==> src/verilog/ppwm_params.svh <==
/*
  Register offsets, field positions, reset values and timing counts of the pulse period/width meter.
  Assumes nothing; definitions only.
*/
`ifndef PPWM_PARAMS_SVH
`define PPWM_PARAMS_SVH

// ----------------------------------------
// Register byte offsets
// ----------------------------------------
`define PPWM_OFS_MODE 12'h000
`define PPWM_OFS_START 12'h004
`define PPWM_OFS_TIMER 12'h008
`define PPWM_OFS_STATUS 12'h00C
`define PPWM_OFS_IRQ_STAT 12'h010
`define PPWM_OFS_IRQ_MASK 12'h014
`define PPWM_OFS_COUNT 12'h018

// ----------------------------------------
// Mode register fields
// ----------------------------------------
`define PPWM_MODE_OP_LSB 0
`define PPWM_MODE_OP_MSB 1
`define PPWM_MODE_SRC_LSB 2
`define PPWM_MODE_SRC_MSB 3
`define PPWM_MODE_FUNC_BIT 4
`define PPWM_MODE_POL_BIT 5
`define PPWM_MODE_RESET 6'h00
`define PPWM_MODE_MEASURE 2'h2

// ----------------------------------------
// Interrupt bits
// ----------------------------------------
`define PPWM_IRQ_EDGE_BIT 0
`define PPWM_IRQ_OVF_BIT 1

// ----------------------------------------
// Prescaler
// ----------------------------------------
`define PPWM_DIV_EIGHT 5'h07
`define PPWM_DIV_THIRTYTWO 5'h1F

`endif

==> src/verilog/ppwm_pkg.sv <==
/*
  Types of the pulse period/width meter.
  Assumes nothing; types only.
*/
package ppwm_pkg;

  typedef enum logic [1:0] {
    PPWM_SRC_UNDIV = 2'b00,
    PPWM_SRC_DIV8 = 2'b01,
    PPWM_SRC_DIV32 = 2'b10,
    PPWM_SRC_SUB32 = 2'b11
  } ppwm_src_e;

  typedef enum logic [1:0] {
    PPWM_MS_IDLE = 2'b00,
    PPWM_MS_FIRST = 2'b01,
    PPWM_MS_RUN = 2'b10
  } ppwm_meas_e;

  typedef struct packed {
    logic [11:0] addr;
    logic write;
  } ppwm_req_s;

endpackage

==> src/verilog/ppwm_meter.sv <==
/*
  One measure_timer_channel in pulse period / pulse width measurement mode, with AHB-Lite register slave.
  Assumes a 125 MHz hclk, an asynchronous measure_pulse_input pin and a free-running sub clock tick input.
*/
// Contract
// - Period or width measurement selectable
// - Up count from four selectable sources
// - Valid edge: capture count, clear, continue
// - Start flag one starts counting
// - Start flag zero halts counting
// - Valid edge raises interrupt request
// - No interrupt on first edge after start
// - Overflow raises interrupt and sets flag
// - Mode write while started clears overflow
// - Timer read returns reload register
// - Timer writes ignored in measurement mode
// - Result indeterminate before second edge
// - Mode register bits 0-1 choose mode
`timescale 1ns/1ps
`include "ppwm_params.svh"

module ppwm_meter (
  // Clock and reset
  input wire logic hclk,
  input wire logic hresetn,
  // AHB-Lite slave
  input wire logic hsel,
  input wire logic [31:0] haddr,
  input wire logic [1:0] htrans,
  input wire logic hwrite,
  input wire logic [2:0] hsize,
  input wire logic [31:0] hwdata,
  input wire logic hready,
  output logic [31:0] hrdata,
  output logic hreadyout,
  output logic hresp,
  // Measurement pin and sub clock tick
  input wire logic measure_pulse_input,
  input wire logic sub_clock_tick,
  // Interrupt
  output logic irq
);

  // ----------------------------------------
  // Bus address phase capture
  // ----------------------------------------
  ppwm_pkg::ppwm_req_s req;
  logic req_valid;
  wire addr_take = hsel & hready & htrans[1];

  always_ff @(posedge hclk or negedge hresetn) begin
    if (!hresetn) begin
      req_valid <= 1'b0;
      req <= '0;
    end else begin
      req_valid <= addr_take;
      if (addr_take) begin
        req.addr <= haddr[11:0];
        req.write <= hwrite;
      end
    end
  end

  wire wr = req_valid & req.write;
  wire rd = req_valid & ~req.write;
  wire wr_mode = wr & (req.addr == `PPWM_OFS_MODE);
  wire wr_start = wr & (req.addr == `PPWM_OFS_START);
  wire wr_istat = wr & (req.addr == `PPWM_OFS_IRQ_STAT);
  wire wr_imask = wr & (req.addr == `PPWM_OFS_IRQ_MASK);

  // ----------------------------------------
  // Control registers
  // ----------------------------------------
  logic [5:0] mode;
  logic start;
  logic [1:0] irq_mask;

  always_ff @(posedge hclk or negedge hresetn) begin
    if (!hresetn) begin
      mode <= `PPWM_MODE_RESET;
      start <= 1'b0;
      irq_mask <= 2'h0;
    end else begin
      if (wr_mode)
        mode <= hwdata[5:0];
      if (wr_start)
        start <= hwdata[0];
      if (wr_imask)
        irq_mask <= hwdata[1:0];
    end
  end

  wire measure_mode = (mode[`PPWM_MODE_OP_MSB:`PPWM_MODE_OP_LSB] == `PPWM_MODE_MEASURE);
  wire width_sel = mode[`PPWM_MODE_FUNC_BIT];
  wire edge_pol = mode[`PPWM_MODE_POL_BIT];
  wire ppwm_pkg::ppwm_src_e src = ppwm_pkg::ppwm_src_e'(mode[`PPWM_MODE_SRC_MSB:`PPWM_MODE_SRC_LSB]);
  wire running = start & measure_mode;

  // ----------------------------------------
  // Prescaler and count tick
  // ----------------------------------------
  logic [4:0] pre;
  logic [4:0] sub_pre;
  logic [2:0] sub_sync;
  wire sub_rise;

  always_ff @(posedge hclk or negedge hresetn) begin
    if (!hresetn) begin
      pre <= 5'h00;
      sub_pre <= 5'h00;
      sub_sync <= 3'h0;
    end else begin
      pre <= pre + 5'h01;
      sub_sync <= {sub_sync[1:0], sub_clock_tick};
      if (sub_rise)
        sub_pre <= sub_pre + 5'h01;
    end
  end

  // Sub clock is slow and foreign, so its edges are synchronised first
  assign sub_rise = (sub_sync[2:1] == 2'b01);
  logic tick;
  always_comb begin
    unique case (src)
      ppwm_pkg::PPWM_SRC_UNDIV: tick = 1'b1;
      ppwm_pkg::PPWM_SRC_DIV8: tick = (pre[2:0] == `PPWM_DIV_EIGHT);
      ppwm_pkg::PPWM_SRC_DIV32: tick = (pre == `PPWM_DIV_THIRTYTWO);
      ppwm_pkg::PPWM_SRC_SUB32: tick = sub_rise & (sub_pre == `PPWM_DIV_THIRTYTWO);
    endcase
  end

  // ----------------------------------------
  // Pin synchroniser and edge detect
  // ----------------------------------------
  logic [2:0] pin_sync;
  logic pin_level;
  always_ff @(posedge hclk or negedge hresetn) begin
    if (!hresetn) begin
      pin_sync <= 3'h0;
      pin_level <= 1'b0;
    end else begin
      pin_sync <= {pin_sync[1:0], measure_pulse_input};
      if (pin_sync[2] == pin_sync[1])
        pin_level <= pin_sync[2];
    end
  end

  // Level changes only once two stages agree
  wire change = (pin_sync[2] == pin_sync[1]) & (pin_sync[2] != pin_level);
  wire rise = change & pin_sync[2];
  wire fall = change & ~pin_sync[2];
  wire pol_edge = edge_pol ? fall : rise;
  wire valid_edge = running & (width_sel ? (rise | fall) : pol_edge);

  // ----------------------------------------
  // Counter, reload register, first edge tracking
  // ----------------------------------------
  logic [15:0] count;
  logic [15:0] reload;
  ppwm_pkg::ppwm_meas_e mstate;
  ppwm_pkg::ppwm_meas_e next_mstate;
  wire count_step = running & tick;
  wire overflow = count_step & ~valid_edge & (count == 16'hFFFF);

  always_comb begin
    next_mstate = mstate;
    unique case (mstate)
      ppwm_pkg::PPWM_MS_IDLE: if (running) next_mstate = ppwm_pkg::PPWM_MS_FIRST;
      ppwm_pkg::PPWM_MS_FIRST: if (valid_edge) next_mstate = ppwm_pkg::PPWM_MS_RUN;
      ppwm_pkg::PPWM_MS_RUN: next_mstate = ppwm_pkg::PPWM_MS_RUN;
      default: next_mstate = ppwm_pkg::PPWM_MS_IDLE;
    endcase
    if (!running)
      next_mstate = ppwm_pkg::PPWM_MS_IDLE;
  end

  always_ff @(posedge hclk or negedge hresetn) begin
    if (!hresetn) begin
      count <= 16'h0000;
      reload <= 16'h0000;
      mstate <= ppwm_pkg::PPWM_MS_IDLE;
    end else begin
      mstate <= next_mstate;
      // Timer register writes never reach count or reload
      if (valid_edge) begin
        reload <= count;
        count <= 16'h0000;
      end else if (count_step) begin
        count <= count + 16'h0001;
      end
    end
  end

  // First edge after start is only a reference point
  wire edge_irq = valid_edge & (mstate == ppwm_pkg::PPWM_MS_RUN);

  // ----------------------------------------
  // Overflow flag and interrupt status
  // ----------------------------------------
  logic ovf_flag;
  logic [1:0] irq_stat;
  wire [1:0] irq_set = {overflow, edge_irq};
  wire [1:0] irq_clr = wr_istat ? hwdata[1:0] : 2'h0;

  always_ff @(posedge hclk or negedge hresetn) begin
    if (!hresetn) begin
      ovf_flag <= 1'b0;
      irq_stat <= 2'h0;
    end else begin
      // Set wins over a same-cycle clear
      if (overflow)
        ovf_flag <= 1'b1;
      else if (wr_mode & start)
        ovf_flag <= 1'b0;
      irq_stat <= (irq_stat & ~irq_clr) | irq_set;
    end
  end

  assign irq = |(irq_stat & irq_mask);

  // ----------------------------------------
  // Read data and response
  // ----------------------------------------
  logic [31:0] next_rdata;
  always_comb begin
    next_rdata = 32'h00000000;
    unique case (req.addr)
      `PPWM_OFS_MODE: next_rdata = {26'h0, mode};
      `PPWM_OFS_START: next_rdata = {31'h0, start};
      `PPWM_OFS_TIMER: next_rdata = {16'h0000, reload};
      `PPWM_OFS_STATUS: next_rdata = {30'h0, mstate == ppwm_pkg::PPWM_MS_RUN, ovf_flag};
      `PPWM_OFS_IRQ_STAT: next_rdata = {30'h0, irq_stat};
      `PPWM_OFS_IRQ_MASK: next_rdata = {30'h0, irq_mask};
      `PPWM_OFS_COUNT: next_rdata = {16'h0000, count};
      default: next_rdata = 32'h00000000;
    endcase
  end

  // Read data registered so hrdata holds the last read value between reads
  logic [31:0] rdata_q;
  always_ff @(posedge hclk or negedge hresetn) begin
    if (!hresetn)
      rdata_q <= 32'h00000000;
    else if (rd)
      rdata_q <= next_rdata;
  end

  // hrdata valid in the data phase: combinational from registered state
  assign hrdata = rd ? next_rdata : rdata_q;
  assign hreadyout = 1'b1;
  assign hresp = 1'b0;

endmodule // ppwm_meter

==> config.mk <==
export PLATFORM = sky130hd
export DESIGN_NAME = ppwm_meter
export DESIGN_NICKNAME = d
export VERILOG_FILES = /design/src/verilog/ppwm_pkg.sv /design/src/verilog/ppwm_meter.sv
export VERILOG_INCLUDE_DIRS = /design/src /design/src/verilog
export SDC_FILE = /design/constraint.sdc
export NUM_CORES = 1
export LEC_CHECK = 0
export BUFFER_PORTS_ARGS = -buffer_cell sky130_fd_sc_hd__buf_4
export CORE_MARGIN = 3
export CORE_UTILIZATION = 54
export CTS_CLUSTER_SIZE = 8
export DETAILED_ROUTE_END_ITERATION = 8
export PLACE_DENSITY_LB_ADDON = 0.2
export SLEW_MARGIN = 15
export SYNTH_ARGS = -nofsm -noshare
export SYNTH_HDL_FRONTEND = slang
export SYNTH_SLANG_ARGS = --single-unit
export TNS_END_PERCENT = 5
==> constraint.sdc <==
create_clock -name hclk -period 2.55 [get_ports hclk]
set_input_delay 0.1275 -clock hclk [delete_from_list [all_inputs] [get_ports hclk]]
set_output_delay 0.1275 -clock hclk [all_outputs]
set_load 0.005 [all_outputs]
==> summary.txt <==
Status
  • Status: finished, violations left
  • Failing checks: setup timing

Setup path
  • Worst-path cell chain: or4_4, or3_4, nor4_4, buf_4, a22oi_1, o21ai_1, buf_4
  • Startpoint Class: flip-flop
  • CP peak stage delay: 570 ps
  • CP max stage cell: or4_4
  • CP delay by family, top: simple AND/OR/NAND/NOR gates
  • Reg2reg start: req[10]
  • FF-to-FF setup slack: 220 ps
  • Buf/Inv on CP: 2
  • R2R cell count: 4
  • Crit path max fanout: 5
  • Crit. End Element: output pin
  • Worst Path Required: 2420 ps
  • RR Endpoint: start
  • WP data arrival: 2590 ps
  • Cell mode on critical path: buf_4
  • CP Class: reg -> out

STA
  • Clk_skew: 8.433 ps
  • Max_slew headroom: 46.42%
  • RSZ-0062 raised after global routing: true
  • # setup viols final: 14
  • Hold slack: 17.69 ps
  • Transition time of the tightest slew-check pin: 803.7 ps
  • Tcrit/Tclk final: 106.7%
  • Tmin final: 2722 ps
  • Fin. Hold Viols: 0
  • F_max: 367.4 MHz
  • Final worst slack: -172.1 ps
  • Slew Viols, Final: 0

Clock tree
  • CTS HTree Levels: 3
  • Clock transition at path regs: 100 ps
  • Sinks on Clock Net: 109
  • CTS Buffer Depth: 2
  • CTS tree: yes
  • Worst-Skew Late Latency: 360 ps
  • Clock buffer count from CTS: 9
  • Clock Tree Root: clkbuf_8

Drt
  • Routed WL: 9431 um
  • Routed len/inst: 16.04 um
  • 1st-iter DRT viols: 114
  • DRT Pass-1 Iters: 4
  • Routed vias: 3261
  • Drt drc: 0
  • Routed Antenna Nets: 0
  • Via/cell ratio: 5.546

Power
  • Clock power frac: 30.4%
  • Peak VDD IR: 0.0004417 V
  • Sw frac: 25.82%
  • Int Power: 2382 uW
  • Power Density: 561.3 nW/um^2
  • Sequential Power Share: 59.3%
  • Leak: 0.002724 uW
  • Comb pwr share: 10.4%
  • Design Power: 3211 uW
  • Net load switching power: 829.0 uW

Synthesis
  • Top_reg_cell synth: dfrtp_1
  • Count leader, synth: dfrtp_1
  • Mean Syn Cell Area: 11.97 sq um
  • Ranking of synthesized cells by area: dfrtp_1 58%, mux2_2 9.3%, xor2_1 2.4%, and2_1 2.4%, ha_1 2.4%
  • Synth top cells by count: 109 x dfrtp_1, 39 x mux2_2, 25 x nand2_1, 25 x nor2_1, 18 x and2_1
  • Post-synthesis sequential area ratio: 57.67%
  • Yosys top cell area share: 57.67%
  • Leading area contributor after synthesis: dfrtp_1
  • Cells after Synth: 395
  • Synth warn: 0
  • Async SR Flop Fraction: 100.0%
  • Mapped Area: 4730 sq um
  • Post-synthesis cell type count: 46
  • Number of flops mapped to enable cells by yosys: 0
  • Synth Register Bits: 109
  • Mapped Nets: 480

Floorplan
  • Placeable Area: 8341 sq um
  • Overall die area: 9917 sq um
  • # rows: 33
  • Initial Utilization: 56.71%
  • Die Height: 99.59 um
  • Die X: 99.59 um
  • I/O pin count: 111

Global routing
  • Met2 usage: 32.49%
  • M3 GR Usage: 3.857%
  • Most Crowded Layer GR: met2
  • Initial antenna violation count: 0
  • Grt met1 use: 29.40%
  • First-pass GRT wire length: 16130 um
  • Largest net degree at the start of global routing: 66
  • Total grt overflow: 0
  • Total GRT Usage: 20.44%
  • Number of global-route vias before repair: 3196

Cells and area
  • Layout Cells excl Fill: 588
  • Synthesis-to-layout area growth: 20.95%
  • ANT cells: 0
  • Layout cell share with drive strength beyond 1: 28.16%
  • Fill cells: 636
  • Util after Layout: 68.59%
  • Nets: 563

Flow run
  • Max-cap violations: 0

Placement
  • Placer Congestion: 0.7980
  • HPWL after DPL: 6544 um
  • Port Buffers: 58
  • Cells after DPL: 552

Min path
  • Worst Hold Class: in -> reg
  • HP Start: hwdata[0]
  • Worst Hold Path EP: start
  • Hold Path Cell Cnt: 2
==> kinds of logic after synthesis <==
kind of cell | synth area share, %
buf+inv | 2.328
fa+ha+maj | 2.593
other cells | 0.1588
flops | 57.67
compound gates | 8.386
mux | 11.93
simple gates | 13.78
xor+xnor | 3.148
==> layout by cell type, fill, tap and decap left out, types with 13 or more instances in the layout <==
| cell type | netlist | layout |
|---|---|---|
| dfrtp_1 | 109 | 109 |
| buf_4 | 2 | 71 |
| mux2_2 | 39 | 39 |
| nand2_1 | 25 | 25 |
| nor2_1 | 25 | 25 |
| dlygate4sd3_1 | 0 | 19 |
| and2_1 | 18 | 18 |
| o21ai_1 | 10 | 13 |
| xor2_1 | 13 | 13 |
==> sequential cells by signal, indices dropped and copies added, names as in the netlist <==
register	flops
req_valid	1
rdata_q	32
irq_mask	2
mstate	2
req	13
sub_pre	5
reload	16
sub_sync	3
mode	6
ovf_flag	1
pin_level	1
start	1
count	16
irq_stat	2
pin_sync	3
pre	5
==> layer usage <==
layer / up-vias / part of all wire (%)
met4: 0 / 0.92
li1: 1567 / -
met5: - / 0
met1: 1618 / 48
met3: 8 / 3.8
met2: 68 / 48
==> power groups by stage <==
stage	sequential (uW)	combinational, uW	clock [uW]
2_1_floorplan	1910	207	0
3_3_place_gp	1930	297	0
3_5_place_dp	1930	311	0
4_1_cts	1900	338	1010
5_1_grt	1910	373	1070
6_report	1900	333	974
==> area by class of cell <==
cell class,count,area [sq um],area share [%]
sequential,109,2728,47.68
multi-input combinational,259,1906,33.31
timing repair buffer,92,745.7,13.04
clock buffer,10,137.6,2.406
tap,105,131.4,2.297
clock inverter,6,46.29,0.8093
inverter,7,26.28,0.4593
==> worst max path at each step <==
stage,start,endpoint,slack [ps],cells past startpoint
floorplan,req[10],start,250,5
global placement,req[10],hrdata[10],150,7
detailed placement,req[10],hrdata[9],120,7
CTS,req[10],hrdata[12],-190,7
global route,req[10],hrdata[13],-320,7
finish,req[10],hrdata[6],-170,7
==> metrics by stage <==
step           TNS (ps)  setup slack, ps  cell area, sq um
6_report          -1684           -172.1              5720
4_1_cts           -2113           -188.0              5717
3_5_place_dp          0            120.9              5321
3_3_place_gp          0            150.3              5321
5_1_grt           -3888           -320.6              5720
2_1_floorplan         0            248.2              4730
==> timing repair <==
item | 4_1_cts | 5_1_grt
hold endpoints to repair | 80 | 0
setup endpoints to repair | 15 | 15
cloned | 1 | 0
pin swaps | 1 | 0
buffers inserted | 0 | 0
hold buffers | 19 | 0
resized for setup | 6 | 2
Note: power is estimated with default switching activity, not from simulation.
